File: src/verilog/scpc_pkg.sv
package scpc_pkg;
    localparam int ADDR_W = 8;
    localparam int DATA_W = 8;
    localparam int CARD_ADDR_W = 26;
    localparam int CARD_DATA_W = 16;
    localparam int IRQ_LINES = 16;
    localparam int SYNC_DEPTH = 3;

    localparam logic [ADDR_W-1:0] OFF_POWER = 8'h02;
    localparam logic [ADDR_W-1:0] OFF_INTGEN = 8'h03;
    localparam logic [ADDR_W-1:0] OFF_EXT = 8'h04;
    localparam logic [ADDR_W-1:0] OFF_MISC = 8'h05;
    localparam logic [ADDR_W-1:0] OFF_EVT_STATUS = 8'h06;
    localparam logic [ADDR_W-1:0] OFF_EVT_MASK = 8'h07;
    localparam logic [ADDR_W-1:0] OFF_PIN_STATUS = 8'h08;

    localparam logic [DATA_W-1:0] POWER_RESET = 8'h00;
    localparam logic [DATA_W-1:0] INTGEN_RESET = 8'h00;
    localparam logic [DATA_W-1:0] REG_ZERO = 8'h00;

    // Power control fields
    localparam int PWR_CARD_EN = 7;
    localparam int PWR_AUTO = 5;
    localparam int PWR_VCC = 4;
    localparam int PWR_VPP_HI = 1;
    localparam int PWR_VPP_LO = 0;
    localparam logic [1:0] VPP_VCC_CODE = 2'h1;
    localparam logic [1:0] VPP_PROG_CODE = 2'h2;

    // Interrupt and general control fields
    localparam int IG_CARD_RESET = 6;
    localparam int IG_IO_MODE = 5;
    localparam int IG_MGMT_OFF = 4;
    localparam int IG_LVL_HI = 3;
    localparam int IG_LVL_LO = 0;
    localparam logic [3:0] LVL_CLK_ALT = 4'he;
    localparam logic [3:0] LVL_RING_ALT = 4'hf;
    // Codes that name a real line
    localparam logic [IRQ_LINES-1:0] LVL_VALID = 16'hdeb8;

    // Extension control fields
    localparam int EXT_VCC_LOCK = 0;
    localparam int EXT_NO_AUTO_OFF = 1;

    // Misc fields
    localparam int MISC_ATA = 0;
    localparam int MISC_VCC_3V3 = 1;
    localparam int MISC_LINE14_CLK = 2;
    localparam int MISC_LINE15_RING = 3;

    // Event bits
    localparam int EVT_REMOVED = 0;
    localparam int EVT_INSERTED = 1;
    localparam int EVT_CARD_IRQ = 2;
    localparam int EVT_W = 3;
endpackage

File: src/verilog/scpc_socket.sv
// Local design decision: the address-and-strobe port.
module scpc_socket
    import scpc_pkg::*;
(
    input wire logic mclk,
    input wire logic nrst,
    input wire logic [scpc_pkg::ADDR_W-1:0] reg_addr,
    input wire logic [scpc_pkg::DATA_W-1:0] reg_wdata,
    input wire logic reg_wr,
    input wire logic reg_rd,
    output logic [scpc_pkg::DATA_W-1:0] reg_rdata,
    output logic mgmt_irq,
    input wire logic card_detect_one_n,
    input wire logic card_detect_two_n,
    input wire logic card_ready_or_irq_pin,
    output logic vcc_3v3_sel_n,
    output logic vcc_5v_sel_n,
    output logic vpp_vcc_select,
    output logic prog_voltage_select,
    output logic [scpc_pkg::IRQ_LINES-1:0] irq_line,
    output logic io_interface_mode,
    input wire logic core_ce1_n,
    input wire logic core_ce2_n,
    input wire logic core_iord_n,
    input wire logic core_iowr_n,
    input wire logic core_oe_n,
    input wire logic core_reg_n,
    input wire logic core_we_n,
    input wire logic [scpc_pkg::CARD_ADDR_W-1:0] core_addr,
    input wire logic [scpc_pkg::CARD_DATA_W-1:0] core_wdata,
    input wire logic core_data_drive,
    output logic [scpc_pkg::CARD_DATA_W-1:0] core_rdata,
    output logic card_ce1_n,
    output logic card_ce2_n,
    output logic card_iord_n,
    output logic card_iowr_n,
    output logic card_oe_n,
    output logic card_reg_n,
    output logic card_we_n,
    output logic [scpc_pkg::CARD_ADDR_W-1:0] card_addr,
    output logic card_ctl_oe,
    output logic card_reset,
    output logic card_reset_oe,
    input wire logic [scpc_pkg::CARD_DATA_W-1:0] card_data_in,
    output logic [scpc_pkg::CARD_DATA_W-1:0] card_data_out,
    output logic card_data_oe
);
    import scpc_pkg::*;

    logic [DATA_W-1:0] power_ctl;
    logic [DATA_W-1:0] int_gen_ctl;
    logic [DATA_W-1:0] ext_ctl;
    logic [DATA_W-1:0] misc_ctl;
    logic [EVT_W-1:0] evt_status;
    logic [EVT_W-1:0] evt_mask;
    logic [EVT_W-1:0] evt_set;
    logic [EVT_W-1:0] evt_clear;

    // Pin order in the synchroniser bank
    localparam int PIN_COUNT = 3;
    localparam int PIN_DET_ONE = 0;
    localparam int PIN_DET_TWO = 1;
    localparam int PIN_READY = 2;

    // Bit positions of the pin status register
    localparam int ST_DET_ONE = 0;
    localparam int ST_DET_TWO = 1;
    localparam int ST_POWERED = 2;
    localparam int ST_READY = 3;

    logic [PIN_COUNT-1:0] pin_raw;
    logic [PIN_COUNT-1:0] pin_level;
    logic det_one_n;
    logic det_two_n;
    logic ready_level;
    logic present;
    logic present_d;
    logic removed;
    logic inserted;

    logic powered;
    logic drive_en;
    logic card_irq;
    logic card_irq_d;
    logic reset_level;
    logic [3:0] irq_lvl;
    logic [IRQ_LINES-1:0] next_irq_line;

    logic wr_power;
    logic wr_intgen;
    logic wr_ext;
    logic wr_misc;
    logic wr_status;
    logic wr_mask;
    logic [DATA_W-1:0] next_rdata;

    // Detects and the ready pin idle high, so the stages reset high
    assign pin_raw[PIN_DET_ONE] = card_detect_one_n;
    assign pin_raw[PIN_DET_TWO] = card_detect_two_n;
    assign pin_raw[PIN_READY] = card_ready_or_irq_pin;

    // Three stages per pin; a level is taken only once stages two and three agree
    for (genvar p = 0; p < PIN_COUNT; p++) begin : g_pin_sync
        logic [SYNC_DEPTH-1:0] stage;
        logic level;

        always_ff @(posedge mclk or negedge nrst) begin
            if (!nrst) begin
                stage <= '1;
                level <= 1'b1;
            end else begin
                stage <= {stage[SYNC_DEPTH-2:0], pin_raw[p]};
                if (stage[SYNC_DEPTH-2] == stage[SYNC_DEPTH-1]) begin
                    level <= stage[SYNC_DEPTH-1];
                end
            end
        end

        assign pin_level[p] = level;
    end

    assign det_one_n = pin_level[PIN_DET_ONE];
    assign det_two_n = pin_level[PIN_DET_TWO];
    assign ready_level = pin_level[PIN_READY];

    // Fully inserted only when both detects are low
    assign present = !det_one_n && !det_two_n;

    always_ff @(posedge mclk or negedge nrst) begin
        if (!nrst) begin
            present_d <= 1'b0;
            card_irq_d <= 1'b0;
        end else begin
            present_d <= present;
            card_irq_d <= card_irq;
        end
    end

    assign removed = present_d && !present;
    assign inserted = !present_d && present;

    assign wr_power = reg_wr && (reg_addr == OFF_POWER);
    assign wr_intgen = reg_wr && (reg_addr == OFF_INTGEN);
    assign wr_ext = reg_wr && (reg_addr == OFF_EXT);
    assign wr_misc = reg_wr && (reg_addr == OFF_MISC);
    assign wr_status = reg_wr && (reg_addr == OFF_EVT_STATUS);
    assign wr_mask = reg_wr && (reg_addr == OFF_EVT_MASK);

    // Power control register; removal beats a same-cycle software write
    always_ff @(posedge mclk or negedge nrst) begin
        if (!nrst) begin
            power_ctl <= POWER_RESET;
        end else begin
            if (wr_power) begin
                power_ctl <= reg_wdata;
                if (ext_ctl[EXT_VCC_LOCK]) begin
                    power_ctl[PWR_VCC] <= power_ctl[PWR_VCC];
                end
            end
            if (removed && !ext_ctl[EXT_NO_AUTO_OFF]) begin
                power_ctl[PWR_VCC] <= 1'b0;
            end
        end
    end

    always_ff @(posedge mclk or negedge nrst) begin
        if (!nrst) begin
            int_gen_ctl <= INTGEN_RESET;
        end else if (wr_intgen) begin
            int_gen_ctl <= reg_wdata;
        end
    end

    always_ff @(posedge mclk or negedge nrst) begin
        if (!nrst) begin
            ext_ctl <= REG_ZERO;
        end else if (wr_ext) begin
            ext_ctl <= reg_wdata;
        end
    end

    always_ff @(posedge mclk or negedge nrst) begin
        if (!nrst) begin
            misc_ctl <= REG_ZERO;
        end else if (wr_misc) begin
            misc_ctl <= reg_wdata;
        end
    end

    // Supply and output enables
    assign powered = power_ctl[PWR_VCC]
        && (!power_ctl[PWR_AUTO] || present);
    // Vcc bit left out of the enable on purpose: the enable table rules
    assign drive_en = present && power_ctl[PWR_CARD_EN];

    always_ff @(posedge mclk or negedge nrst) begin
        if (!nrst) begin
            vcc_3v3_sel_n <= 1'b1;
            vcc_5v_sel_n <= 1'b1;
            vpp_vcc_select <= 1'b0;
            prog_voltage_select <= 1'b0;
        end else begin
            vcc_3v3_sel_n <= !(powered && misc_ctl[MISC_VCC_3V3]);
            vcc_5v_sel_n <= !(powered && !misc_ctl[MISC_VCC_3V3]);
            vpp_vcc_select <= powered
                && (power_ctl[PWR_VPP_HI:PWR_VPP_LO] == VPP_VCC_CODE);
            prog_voltage_select <= powered
                && (power_ctl[PWR_VPP_HI:PWR_VPP_LO] == VPP_PROG_CODE);
        end
    end

    // Card reset level: zero asserts, polarity flips in ATA mode
    assign reset_level = !int_gen_ctl[IG_CARD_RESET] ^ misc_ctl[MISC_ATA];

    // Socket-facing outputs, registered so enables and data move together
    always_ff @(posedge mclk or negedge nrst) begin
        if (!nrst) begin
            card_ctl_oe <= 1'b0;
            card_reset_oe <= 1'b0;
            card_data_oe <= 1'b0;
            card_reset <= 1'b0;
        end else begin
            card_ctl_oe <= drive_en;
            card_reset_oe <= drive_en;
            card_data_oe <= drive_en && core_data_drive;
            card_reset <= reset_level;
        end
    end

    always_ff @(posedge mclk or negedge nrst) begin
        if (!nrst) begin
            card_ce1_n <= 1'b1;
            card_ce2_n <= 1'b1;
            card_iord_n <= 1'b1;
            card_iowr_n <= 1'b1;
            card_oe_n <= 1'b1;
            card_reg_n <= 1'b1;
            card_we_n <= 1'b1;
            card_addr <= '0;
            card_data_out <= '0;
            core_rdata <= '0;
        end else begin
            card_ce1_n <= core_ce1_n;
            card_ce2_n <= core_ce2_n;
            card_iord_n <= core_iord_n || !int_gen_ctl[IG_IO_MODE];
            card_iowr_n <= core_iowr_n || !int_gen_ctl[IG_IO_MODE];
            card_oe_n <= core_oe_n;
            card_reg_n <= core_reg_n;
            card_we_n <= core_we_n;
            card_addr <= core_addr;
            card_data_out <= core_wdata;
            core_rdata <= card_data_in;
        end
    end

    // In memory mode the shared pin is ready, never an interrupt
    assign card_irq = int_gen_ctl[IG_IO_MODE] && !ready_level && drive_en;
    assign irq_lvl = int_gen_ctl[IG_LVL_HI:IG_LVL_LO];

    // Lines 14 and 15 drop the card interrupt when given their other use
    always_comb begin
        next_irq_line = '0;
        if (card_irq && LVL_VALID[irq_lvl]) begin
            next_irq_line[irq_lvl] = 1'b1;
        end
        if (irq_lvl == LVL_CLK_ALT && misc_ctl[MISC_LINE14_CLK]) begin
            next_irq_line = '0;
        end
        if (irq_lvl == LVL_RING_ALT && misc_ctl[MISC_LINE15_RING]) begin
            next_irq_line = '0;
        end
    end

    always_ff @(posedge mclk or negedge nrst) begin
        if (!nrst) begin
            irq_line <= '0;
            io_interface_mode <= 1'b0;
        end else begin
            irq_line <= next_irq_line;
            io_interface_mode <= int_gen_ctl[IG_IO_MODE];
        end
    end

    // Events; a new event wins over a same-cycle clear
    assign evt_set[EVT_REMOVED] = removed;
    assign evt_set[EVT_INSERTED] = inserted;
    assign evt_set[EVT_CARD_IRQ] = card_irq && !card_irq_d;
    assign evt_clear = wr_status ? reg_wdata[EVT_W-1:0] : '0;

    always_ff @(posedge mclk or negedge nrst) begin
        if (!nrst) begin
            evt_status <= '0;
        end else begin
            evt_status <= (evt_status & ~evt_clear) | evt_set;
        end
    end

    always_ff @(posedge mclk or negedge nrst) begin
        if (!nrst) begin
            evt_mask <= '0;
        end else if (wr_mask) begin
            evt_mask <= reg_wdata[EVT_W-1:0];
        end
    end

    always_ff @(posedge mclk or negedge nrst) begin
        if (!nrst) begin
            mgmt_irq <= 1'b0;
        end else begin
            mgmt_irq <= |(evt_status & evt_mask)
                && !int_gen_ctl[IG_MGMT_OFF];
        end
    end

    // Read mux; unmapped addresses read zero
    always_comb begin
        next_rdata = REG_ZERO;
        unique case (reg_addr)
            OFF_POWER: next_rdata = power_ctl;
            OFF_INTGEN: next_rdata = int_gen_ctl;
            OFF_EXT: next_rdata = ext_ctl;
            OFF_MISC: next_rdata = misc_ctl;
            OFF_EVT_STATUS: next_rdata[EVT_W-1:0] = evt_status;
            OFF_EVT_MASK: next_rdata[EVT_W-1:0] = evt_mask;
            OFF_PIN_STATUS: begin
                next_rdata[ST_DET_ONE] = det_one_n;
                next_rdata[ST_DET_TWO] = det_two_n;
                next_rdata[ST_POWERED] = powered;
                next_rdata[ST_READY] = ready_level;
            end
            default: next_rdata = REG_ZERO;
        endcase
    end

    // Read data stands only in the cycle after the strobe
    always_ff @(posedge mclk or negedge nrst) begin
        if (!nrst) begin
            reg_rdata <= REG_ZERO;
        end else if (reg_rd) begin
            reg_rdata <= next_rdata;
        end else begin
            reg_rdata <= REG_ZERO;
        end
    end
endmodule

File: config.mk
export PLATFORM = sky130hd
export DESIGN_NAME = scpc_socket
export DESIGN_NICKNAME = d
export VERILOG_FILES = /design/src/verilog/scpc_pkg.sv /design/src/verilog/scpc_socket.sv
export SDC_FILE = /design/constraint.sdc
export NUM_CORES = 1
export LEC_CHECK = 0
export BUFFER_PORTS_ARGS = -buffer_cell sky130_fd_sc_hd__buf_2
export CAP_MARGIN = 20
export CORE_MARGIN = 2
export CORE_UTILIZATION = 43
export DETAILED_ROUTE_END_ITERATION = 7
export HOLD_SLACK_MARGIN = 0.05
export PLACE_DENSITY = 0.85
export SETUP_SLACK_MARGIN = 0.2
export SLEW_MARGIN = 10
export SYNTH_ARGS = -nofsm -noshare
export SYNTH_HDL_FRONTEND = slang
export SYNTH_SLANG_ARGS = --single-unit
File: constraint.sdc
create_clock -name mclk -period 1.4 [get_ports mclk]
set_input_delay 0.07 -clock mclk [delete_from_list [all_inputs] [get_ports mclk]]
set_output_delay 0.07 -clock mclk [all_outputs]
set_load 0.05 [all_outputs]
# After elaboration in Yosys (flattened, before gate mapping)

Memory sizes are Yosys's and may differ from the RTL's.
Cells that the tools add are included.

$lt $le $gt $ge: 2
Equality and inequality tests: 15
Muxes and demuxes: 14
Bitwise logic cells: 5
Reduce and logical (&&, ||, !) cells: 45

Operator list:

| operator             | count |
|---|---|
| $mux W16             | 3 |
| $eq A8 B3 Y1 const B | 4 |
| $logic_and A1 B1 Y1  | 25 |
| $pmux W3 S7          | 1 |
| $eq A8 B2 Y1 const B | 2 |
| $pmux W4 S4          | 1 |
| $logic_not A1 Y1     | 14 |
| $eq A4 B4 Y1 const B | 2 |
| $eq A8 B4 Y1 const B | 1 |
| $mux W8              | 1 |
| $and A3 B3 Y3        | 2 |
| $lt A4 B5 Y1 const B | 1 |
| $mux W5              | 1 |
| $pmux W1 S5          | 1 |
| $demux W1 S4         | 1 |
| $ge A4 B1 Y1 const B | 1 |
| $mux W1              | 4 |
| $eq A1 B1 Y1         | 3 |
| $logic_or A1 B1 Y1   | 3 |
| $mux W3              | 1 |
| $not A3 Y3           | 1 |
| $or A3 B3 Y3         | 1 |
| $reduce_or A3 Y1     | 1 |
| $eq A2 B1 Y1 const B | 1 |
| other kinds (5)      | 5 |

Flip-flop bits (word level): 150
Memory bits (read-only): 16
Word-level logic and storage cells: 118
Memories: 1

Memories:

| name             | words | bits a word | read ports | clocked after memory_dff | write ports | RTL line           | RTL |
|---|---|---|---|---|---|---|---|
| (name not given) | 16    | 1           | 1          | 0                        | 0           | scpc_socket.sv:263 | `if (card_irq && LVL_VALID[irq_lvl]) begin` |

# Logic depth before layout (Yosys ltp)

Gate-level depths: netlist (run 1).

Depth in word-level cells: 8
Depth in mapped cells: 7
Gate-level depth less buffers: 7

# Least setup slack after synthesis (run 1)

OpenSTA, ideal clock, no wires.

Path kind: input to register
Start: in reg_addr[5] (netlist name)
End: reg int_gen_ctl[0]
Data arrival time: 1.840 ns
Required time: 1.275 ns
Setup slack: -0.565 ns
Cell stages on the path: 6
Path buffers: 2
Cell sequence: or4_1 -> buf_2 -> or3_2 -> buf_2 -> nor2_8 -> mux2_2

Longest elaborated chain between the ends: 2

Ends and longest elaborated chain:

| what                 | RTL line           | RTL |
|---|---|---|
| start, declared      | scpc_socket.sv:7   | `input wire logic [scpc_pkg::ADDR_W-1:0] reg_addr,` |
| $eq A8 B2 Y1         | scpc_socket.sv:143 | `assign wr_intgen = reg_wr && (reg_addr == OFF_INTGEN);` |
| $logic_and A1 B1 Y1  | scpc_socket.sv:143 |  |
| end signal, assigned | scpc_socket.sv:170 | `int_gen_ctl <= reg_wdata;` |
| end, declared        | scpc_socket.sv:51  | `logic [DATA_W-1:0] int_gen_ctl;` |

No other way between the ends.
A chain may end at the register's enable or synchronous reset.

# Worst setup path after layout (run 1)

Start: reg g_pin_sync[0].level, in the netlist det_one_n
End: reg irq_line[14] (netlist name)

Longest elaborated chain between the ends: 8

Ends and longest elaborated chain:

| what                   | RTL line           | RTL |
|---|---|---|
| start, declared        | scpc_socket.sv:105 | `logic level;` |
| start signal, assigned | scpc_socket.sv:114 | `level <= stage[SYNC_DEPTH-1];` |
| $logic_not A1 Y1       | scpc_socket.sv:127 | `assign present = !det_one_n && !det_two_n;` |
| $logic_and A1 B1 Y1    | scpc_socket.sv:127 |  |
| via present            | scpc_socket.sv:76  | `logic present;` |
| $logic_and A1 B1 Y1    | scpc_socket.sv:194 | `assign drive_en = present && power_ctl[PWR_CARD_EN];` |
| via drive_en           | scpc_socket.sv:82  | `logic drive_en;` |
| $logic_and A1 B1 Y1    | scpc_socket.sv:257 | `assign card_irq = int_gen_ctl[IG_IO_MODE] && !ready_level && drive_en;` |
| via card_irq           | scpc_socket.sv:83  | `logic card_irq;` |
| $logic_and A1 B1 Y1    | scpc_socket.sv:263 |  |
| $mux W16               | scpc_socket.sv:263 |  |
| $mux W16               | scpc_socket.sv:266 | `if (irq_lvl == LVL_CLK_ALT && misc_ctl[MISC_LINE14_CLK]) begin` |
| $mux W16               | scpc_socket.sv:269 | `if (irq_lvl == LVL_RING_ALT && misc_ctl[MISC_LINE15_RING]) begin` |
| via next_irq_line[14]  | scpc_socket.sv:87  | `logic [IRQ_LINES-1:0] next_irq_line;` |
| end signal, assigned   | scpc_socket.sv:279 | `irq_line <= next_irq_line;` |
| end, declared          | scpc_socket.sv:20  | `output logic [scpc_pkg::IRQ_LINES-1:0] irq_line,` |

The timed path passes the listed nets, and every way through them passes these cells.

==> flow_summary.json, run 1 <==
{
  "status": "finished, violations left",
  "violations": "setup timing",
  "drtIter0Drc": 160,
  "finalSetupViolations": 27,
  "finalClockSkew_ns": 0.007660,
  "synth_area_per_cell_um2": 16.16,
  "initial_utilization_pct": 44.16,
  "fin_area_um2": 8245,
  "syn_inst": 312,
  "synthTopCellsByArea": "dfrtp_1, dfstp_2, mux2_2, mux2i_1, nand2b_1",
  "grt_pass1_wl_mm": 21.27,
  "crit_arrival_ns": 1.87,
  "cp_max_fo": 4,
  "final_antenna_net_count": 0,
  "fin_ws_ns": -0.1381,
  "hold_viol_final": 0,
  "grt_pass1_vias": 4362,
  "layout_commonest_cell": "buf_2",
  "seqCellArea_um2": 3780,
  "grt_setup_unrepaired": "true",
  "grt_usage_pct": 21.89,
  "place_area_um2": 6439,
  "grt_max_degree": 44,
  "worst-setup-path-type": "register to register",
  "portBuffers": 187,
  "n_fill_cell": 727,
  "drive_gt1_share_pct": 53.67,
  "cts_buffer_depth": 2,
  "synth_seq_cells": 150,
  "area_growth_pct": 63.52,
  "worst_hold_path_type": "primary input to register",
  "cts_buffers": 17,
  "wl_per_cell_um": 17.33,
  "drv_slew": 0,
  "ys_warn_count": 0,
  "antenna_found_initial": 0,
  "routed-via-count": 3798,
  "die_h_um": 112.3,
  "cts_max_level": 4,
  "whs_ns": 0.03076,
  "syn_area_um2": 5042,
  "vdd_drop_max_v": 0.001371,
  "synth_seq_area_share_pct": 74.96,
  "p_leak_nw": 4.060,
  "synthDistinctLibCells": 44,
  "power_w": 0.01068,
  "synth_top_area_share_pct": 64.02,
  "coreArea_um2": 11420,
  "io_pins": 188,
  "n_antenna_cell": 0,
  "rows": 39,
  "wl_mm": 13.58,
  "cts_tree": "done",
  "finalSetupTns_ns": -0.9834,
  "overflow": 0,
  "powerDensity_nw_per_um2": 1295,
  "dieArea_um2": 12610,
  "reg2reg_depth": 7,
  "nNetsFinal": 717,
  "stdcell_count": 784,
  "multi_input_area_um2": 1490,
  "ctsHoldBuffers": 79,
  "clkSlewWorstSetupHoldPaths_ns": 0.06,
  "min_period_ns": 1.538,
  "endpoint_kind": "register",
  "fin_crit_sh_pct": 109.9,
  "dp_hpwl_mm": 8.302,
  "yosys.area.top_type": "dfrtp_1",
  "die_x_um": 112.3,
  "gp_congestion": 0.8615,
  "hold_path_depth": 4,
  "startpoint_type": "register",
  "post-place-cells": 662,
  "firstDrtPassIters": 4,
  "cts.sinks": 150,
  "root_buffer": "clkbuf_16",
  "drv_cap": 0,
  "fmax_mhz": 650.2,
  "post-route-drc-count": 0,
  "viasPerCell": 4.844,
  "critPathRequiredTime_ns": 1.73,
  "layout_common_cells": "buf_2, dfrtp_1, dlygate4sd3_1",
  "worstSkewPairLatency_ns": 0.42
}
## final timing paths
kind	startpoint	slack, ns	to
setup / recovery	det_one_n	-0.14	irq_line[14]
hold / removal	reg_addr[5]	0.03	reg_rdata[1]
setup reg to reg	det_one_n	-0.14	irq_line[14]
hold reg to reg	g_pin_sync[0].stage[0]	0.36	g_pin_sync[0].stage[1]
max in group asynchronous	nrst	0.65	g_pin_sync[0].stage[2]
min in group asynchronous	nrst	0.12	irq_line[12]
## cell type report
| type | instances | area share [%] |
|---|---|---|
| flip-flops and latches | 150 | 45.84 |
| repair buffers | 302 | 26.22 |
| multi-input cells | 153 | 18.07 |
| clock buffers | 20 | 5.296 |
| clock inverters | 12 | 2.185 |
| well taps | 143 | 2.170 |
| inverters | 4 | 0.2124 |
## where the power goes
group / switching, W / internal, W / total (W) / leakage [nW]
Sequential: 0.0000997 / 0.00455 / 0.00465 / 1.85
Combinational: 0.000763 / 0.000522 / 0.00129 / 1.92
Clock: 0.00176 / 0.00298 / 0.00475 / 0.294
Total: 0.00263 / 0.00805 / 0.0107 / 4.06
## critical path, cell delays in order (launching register included)
cell and delay, ns:
dfstp_2 0.37, or2_4 0.26, inv_4 0.07, and2_4 0.15
nand3b_1 0.13, inv_2 0.15, nand3b_1 0.15, nor3_2 0.18
## cell usage after synthesis
master	number
buf_2	3
and2_1	6
o21ai_0	3
nor3b_1	2
mux2_2	35
nor4_1	4
a222oi_1	1
buf_6	1
buf_1	1
clkbuf_1	4
nand3b_1	5
a22o_1	2
maj3_1	3
or4_1	1
nor2_1	13
a21oi_1	4
o21a_1	1
dfrtp_1	129
o2111a_1	1
o21bai_1	2
nand2b_1	10
a2bb2oi_1	2
nand2_1	12
inv_1	4
o2bb2ai_1	3
xnor2_1	1
nor3_1	3
and3_1	1
o31ai_1	1
o221a_2	1
conb_1	1
mux2i_1	12
o22ai_1	4
o32ai_1	1
or3_1	1
mux4_2	2
or2_2	1
nand3_1	3
buf_4	1
nand4_1	1
or4_4	1
dfstp_2	21
nor2_8	2
or3_2	2
## layer usage
metal / track usage, % / vias up / part of all wire (%)
met5: 0 / - / 0
met4: 7.967 / 0 / 1.5
met3: 8.261 / 18 / 6.5
met2: 38.03 / 152 / 54
met1: 24.74 / 1914 / 38
li1: - / 1714 / -
## registers in the layout (all words and copies together), names as in the netlist, 3 cells and up
name,flops
g_pin_sync.stage,9
card_data_out,16
evt_status,3
core_rdata,16
irq_line,16
ext_ctl,8
misc_ctl,8
int_gen_ctl,8
reg_rdata,8
card_addr,26
evt_mask,3
power_ctl,8
## per-stage QoR
stage	setup WS [ns]	utilization, %
6_report	-0.1381	72.21
5_1_grt	-0.2076	72.21
4_1_cts	-0.04944	70.43
3_5_place_dp	-0.5513	56.39
3_3_place_gp	-0.5284	56.39
2_1_floorplan	-0.5004	-
## what timing repair did
action | in CTS | in global routing
buffers inserted | 3 | 8
endpoints found under the setup margin | 64 | 55
endpoints found under the hold margin | 245 | 4
resized for setup | 45 | 30
pin swaps | 7 | 12
## kinds of logic (layout without fill, tap and decap cells)
logic type / count (synthesis) / after routing / share of synthesized area (%)
mux: 49 / 49 / 11.09
other cells: 1 / 6 / 0.07437
buf+inv: 14 / 338 / 1.340
fa+ha+maj: 3 / 3 / 0.5956
flops: 150 / 150 / 74.96
compound gates: 26 / 26 / 3.821
simple gates: 68 / 68 / 7.941
xor+xnor: 1 / 1 / 0.1737
Power figures use the tool's default switching activity.
==> run 2, diff against run 1 <==
--- a/config.mk
+++ b/config.mk
@@ -10,6 +10,7 @@
 export CORE_MARGIN = 2
 export CORE_UTILIZATION = 43
 export DETAILED_ROUTE_END_ITERATION = 7
+export GPL_TIMING_DRIVEN = 0
 export HOLD_SLACK_MARGIN = 0.05
 export PLACE_DENSITY = 0.85
 export SETUP_SLACK_MARGIN = 0.2
==> run 2 against run 1 <==
The run still ends with setup timing left. Maximum frequency is 3.5% lower. Clock-buffer cell count is 4 higher. Largest power group is now registers. Total power is 5.3% lower. Worst hold slack better by 0.047 ns. Sequential share of layout area is 0.86 points higher. Worst setup slack worse by 0.057 ns. Wire length is 7.3% lower.
==> flow_summary.json, run 2 (synthesis results as in run 1) <==
{
  "status": "finished, violations left",
  "violations": "setup timing",
  "root_buffer": "clkbuf_16",
  "rows": 39,
  "overflow": 0,
  "drive_gt1_share_pct": 51.82,
  "initial_utilization_pct": 44.16,
  "dp_hpwl_mm": 7.807,
  "cts_max_level": 4,
  "fin_ws_ns": -0.1946,
  "clkSlewWorstSetupHoldPaths_ns": 0.06,
  "io_pins": 188,
  "wl_mm": 12.60,
  "area_growth_pct": 60.50,
  "cts_buffer_depth": 2,
  "place_ws_ns": -0.7407,
  "drtIter0Drc": 172,
  "gp_congestion": 0.8427,
  "worstSetupStartpoint": "reg_addr[6]",
  "cts_tree": "done",
  "portBuffers": 185,
  "hold_viol_final": 0,
  "hp-start": "reg_addr[4]",
  "grt_usage_pct": 21.18,
  "drv_slew": 0,
  "cts_buffers": 17,
  "worst-setup-path-type": "primary input to register",
  "viasPerCell": 4.823,
  "final_antenna_net_count": 0,
  "top_register": "card_addr",
  "grt_pass1_wl_mm": 20.47,
  "cpMaxStageDelayCell": "or4_4",
  "n_fill_cell": 775,
  "cts.sinks": 150,
  "crit_arrival_ns": 1.89,
  "routed-via-count": 3738,
  "nNetsFinal": 707,
  "worstSkewPairLatency_ns": 0.41,
  "firstDrtPassIters": 4,
  "startpoint_type": "primary input",
  "largest_reg_flops": 26,
  "power_w": 0.01012,
  "dieArea_um2": 12610,
  "endpoint_kind": "register",
  "layout_commonest_cell": "buf_2",
  "critPathRequiredTime_ns": 1.69,
  "wl_per_cell_um": 16.26,
  "path_cells": "buf_6 > or4_4 > buf_6 > or3_4 > buf_8 > nor2_8 > mux2_4",
  "multi_input_area_um2": 1471,
  "cp_slowest_stage_delay_ns": 0.52,
  "grt_max_degree": 85,
  "fmax_mhz": 627.1,
  "cp_max_fo": 8,
  "p_leak_nw": 3.967,
  "whs_ns": 0.07756,
  "grt_pass1_vias": 4185,
  "antenna_found_initial": 1,
  "grt_setup_unrepaired": "true",
  "finalClockSkew_ns": 0.005167,
  "drv_cap": 0,
  "powerDensity_nw_per_um2": 1250,
  "rr_startpoint": "det_two_n",
  "rrSetupSlack_ns": -0.10,
  "cpMostUsedCell": "buf_6",
  "post-route-drc-count": 0,
  "fin_crit_sh_pct": 113.9,
  "coreArea_um2": 11420,
  "die_h_um": 112.3,
  "vdd_drop_max_v": 0.001026,
  "seqCellArea_um2": 3780,
  "layout_common_cells": "buf_2, dfrtp_1, dlygate4sd3_1",
  "min_period_ns": 1.595,
  "finalSetupViolations": 40,
  "die_x_um": 112.3,
  "relSlewSlack_pct": 55.89,
  "worst_hold_path_type": "primary input to register",
  "worst_pin_slew_ns": 0.6556
}
## run 2: cell count changes in the layout (fill, tap and decap cells not counted), sizes merged
cell and change:
buf -18, bufinv -3, clkbuf +10, clkinv -1, diode +1, dlygate4sd3 +2
## run 2: path summary, 6_finish.rpt
path	endpoint	cells past startpoint
worst min register to register	g_pin_sync[0].stage[1]	0
worst max-delay path	int_gen_ctl[4]	7
worst max register to register	irq_line[9]	8
max in group asynchronous	g_pin_sync[0].stage[0]	3
worst min-delay path	reg_rdata[2]	4
min in group asynchronous	irq_line[3]	2
## run 2: stage by stage
| stage | instances | util [%] | setup TNS (ns) | cell area (µm²) |
|---|---|---|---|---|
| 3_5_place_dp | 646 | 55.19 | -25.60 | 6302 |
| 5_1_grt | 775 | 70.87 | -6.537 | 8093 |
| 3_3_place_gp | 645 | 54.90 | -239.14 | 6269 |
| 2_1_floorplan | 317 | - | -13.14 | 5164 |
| 6_report | 775 | 70.87 | -4.889 | 8093 |
| 4_1_cts | 771 | 70.14 | -4.264 | 8009 |
## run 2: layer usage
layer	routed length (µm)	vias to the layer above	global-route usage, %
li1	-	1687	-
met1	4692	1877	23.06
met2	6943	150	37.87
met3	699	24	6.048
met4	263	0	10.41
met5	0	-	0
## run 2: where the power goes
group	switching (W)	total [W]	leakage, nW	internal, W
sequential	0.0000951	0.00464	1.85	0.00455
clock	0.00163	0.00425	0.276	0.00262
combinational	0.000745	0.00122	1.84	0.000480
## run 2: area by class of cell
cell class	instances	area share, %
Timing Repair Buffer	282	24.68
Clock inverter	8	0.9122
Buffer	10	0.9895
Tap cell	143	2.211
Antenna cell	1	0.03092
Sequential cell	150	46.71
Multi-Input combinational cell	153	18.18
Inverter	4	0.2165
Clock buffer	24	6.076
## run 2: timing repair
item / CTS / global route
pin swaps: 12 / 11
endpoints found under the hold margin: 179 / 0
cloned: 0 / 0
hold buffers: 81 / 0
buffers inserted: 12 / 3
setup endpoints to repair: 66 / 65
gates resized for setup: 55 / 17
## run 2: critical path, delay by kind of cell
kind,cells,cell delay [ns]
simple gates,3,1.10
mux,1,0.33
buf+inv,3,0.38
==> run 3, diff against run 2 <==
--- a/config.mk
+++ b/config.mk
@@ -7,12 +7,13 @@
 export LEC_CHECK = 0
 export BUFFER_PORTS_ARGS = -buffer_cell sky130_fd_sc_hd__buf_2
 export CAP_MARGIN = 20
+export CORE_ASPECT_RATIO = 0.6
 export CORE_MARGIN = 2
-export CORE_UTILIZATION = 43
+export CORE_UTILIZATION = 35
 export DETAILED_ROUTE_END_ITERATION = 7
 export GPL_TIMING_DRIVEN = 0
 export HOLD_SLACK_MARGIN = 0.05
-export PLACE_DENSITY = 0.85
+export PLACE_DENSITY = 0.73
 export SETUP_SLACK_MARGIN = 0.2
 export SLEW_MARGIN = 10
 export SYNTH_ARGS = -nofsm -noshare
==> run 3 against run 2 <==
The run still ends with setup timing left. Largest power group unchanged. Worst hold slack worse by 0.021 ns. Maximum frequency down 2.4%. Register-to-register slack about the same. Clock skew up 0.0039 ns. Critical endpoint is now reg_rdata[2]. Sequential share of layout area down 0.84 points. Sequential power about the same. Via count up 1.0%. Die area up 22%. Global-route usage down 2.2 points. Largest cell class unchanged. Combinational power about the same. Cell area up 1.8%.
==> flow_summary.json, run 3 (synthesis results as in run 1) <==
{
  "drv_slew": 0,
  "routed-via-count": 3776,
  "min_period_ns": 1.634,
  "dp_hpwl_mm": 8.936,
  "nNetsFinal": 709,
  "fin_util_pct": 59.40,
  "cts.sinks": 150,
  "grt_max_degree": 85,
  "root_buffer": "clkbuf_16",
  "relSlewSlack_pct": 51.96,
  "firstDrtPassIters": 4,
  "status": "finished, violations left",
  "largest_reg_flops": 26,
  "initial_utilization_pct": 36.35,
  "grt_pass1_vias": 4188,
  "wl_mm": 14.13,
  "gp_congestion": 0.8906,
  "worst_hold_path_type": "primary input to register",
  "finalClockSkew_ns": 0.009110,
  "portBuffers": 185,
  "holdPathEnd": "reg_rdata[3]",
  "top_register": "card_addr",
  "rows": 33,
  "fin_crit_sh_pct": 116.7,
  "dieArea_um2": 15410,
  "post-route-drc-count": 0,
  "antenna_found_initial": 0,
  "viasPerCell": 4.577,
  "critPathRequiredTime_ns": 1.72,
  "coreArea_um2": 13870,
  "grt_setup_unrepaired": "true",
  "n_antenna_cell": 0,
  "fin_ws_ns": -0.2340,
  "grt_pass1_wl_mm": 22.52,
  "overflow": 0,
  "cts_buffer_depth": 2,
  "hold_path_depth": 4,
  "finalSetupViolations": 49,
  "fmax_mhz": 612.0,
  "cts_max_level": 4,
  "layout_common_cells": "buf_2, dfrtp_1, dlygate4sd3_1",
  "die_x_um": 159.0,
  "drv_cap": 0,
  "reg2reg_to": "irq_line[15]",
  "n_fill_cell": 1084,
  "rr_startpoint": "det_one_n",
  "die_h_um": 96.98,
  "wl_per_cell_um": 17.12,
  "reg2reg_depth": 8,
  "drive_gt1_share_pct": 53.08,
  "worst-setup-path-type": "primary input to register",
  "io_pins": 188,
  "multi_input_area_um2": 1534,
  "drtIter0Drc": 126,
  "p_leak_nw": 4.008,
  "violations": "setup timing",
  "cts_buffers": 17,
  "hold_viol_final": 0,
  "clkSlewWorstSetupHoldPaths_ns": 0.06,
  "place_ws_ns": -0.7591,
  "cts_tree": "done",
  "worst_pin_slew_ns": 0.7140,
  "powerDensity_nw_per_um2": 1255,
  "rrSetupSlack_ns": -0.10,
  "grt_usage_pct": 18.97,
  "worstSkewPairLatency_ns": 0.40,
  "hp-start": "reg_addr[6]",
  "startpoint_type": "primary input",
  "crit_arrival_ns": 1.96,
  "cp_max_fo": 7,
  "seqCellArea_um2": 3780,
  "vdd_drop_max_v": 0.0008289,
  "layout_commonest_cell": "buf_2",
  "area_growth_pct": 63.42,
  "final_antenna_net_count": 0,
  "endpoint_kind": "register"
}
run 3: layer usage:
layer	vias up	GRT usage, %	share of wire (%)	routed length, µm
met5	-	0	0	0
met4	0	4.685	1.1	159
met3	17	5.918	7.3	1029
met2	165	29.73	48	6731
met1	1893	25.91	44	6204
li1	1701	-	-	-
run 3: per-stage QoR:
stage | total power (W) | hold slack (ns) | instance area (µm²) | cells | setup TNS [ns]
3_5_place_dp | 0.005704 | 0.09796 | 6364 | 695 | -26.43
6_report | 0.01034 | 0.05628 | 8240 | 825 | -5.492
5_1_grt | 0.01074 | 0.06633 | 8240 | 825 | -7.397
2_1_floorplan | 0.005278 | -0.2256 | 5164 | 317 | -13.14
3_3_place_gp | 0.005663 | 0.1756 | 6330 | 694 | -250.76
4_1_cts | 0.01041 | 0.04303 | 8063 | 822 | -5.218
run 3: worst max-delay path by stage:
stage,endpoint,cells after the start,start
after floorplan,power_ctl[4],6,reg_addr[5]
after global placement,card_addr[21],1,nrst
after detailed placement,misc_ctl[6],7,reg_addr[5]
after CTS,int_gen_ctl[0],7,reg_addr[6]
after global routing,int_gen_ctl[0],7,reg_addr[4]
final,reg_rdata[2],9,reg_addr[4]
run 3: area by class of cell:
cell class	instances	area share, %
Buffer	10	1.048
Inverter	4	0.1822
Sequential cell	150	45.87
Timing Repair Buffer	284	24.35
Tap cell	192	2.915
Clock inverter	11	1.549
Multi-Input combinational cell	153	18.62
Clock buffer	21	5.466
run 3: critical path, cell delays in order:
cell       delay [ns]
buf_6            0.09
or4_4            0.52
buf_6            0.15
or3_4            0.37
buf_12           0.14
buf_4            0.13
buf_12           0.14
a2bb2oi_2        0.14
a21oi_2          0.20
run 3: timing repair:
item / CTS / global route
resized for setup: 53 / 34
hold buffers: 79 / 0
setup buffers: 16 / 3
endpoints found under the setup margin: 66 / 148
pin swaps: 13 / 10
hold endpoints to repair: 179 / 0
run 3: report_power, final:
group          switching [W]  leakage (nW)  internal (W)
Clock                0.00176         0.286       0.00269
Combinational       0.000762          1.88      0.000480
Sequential          0.000106          1.85       0.00455
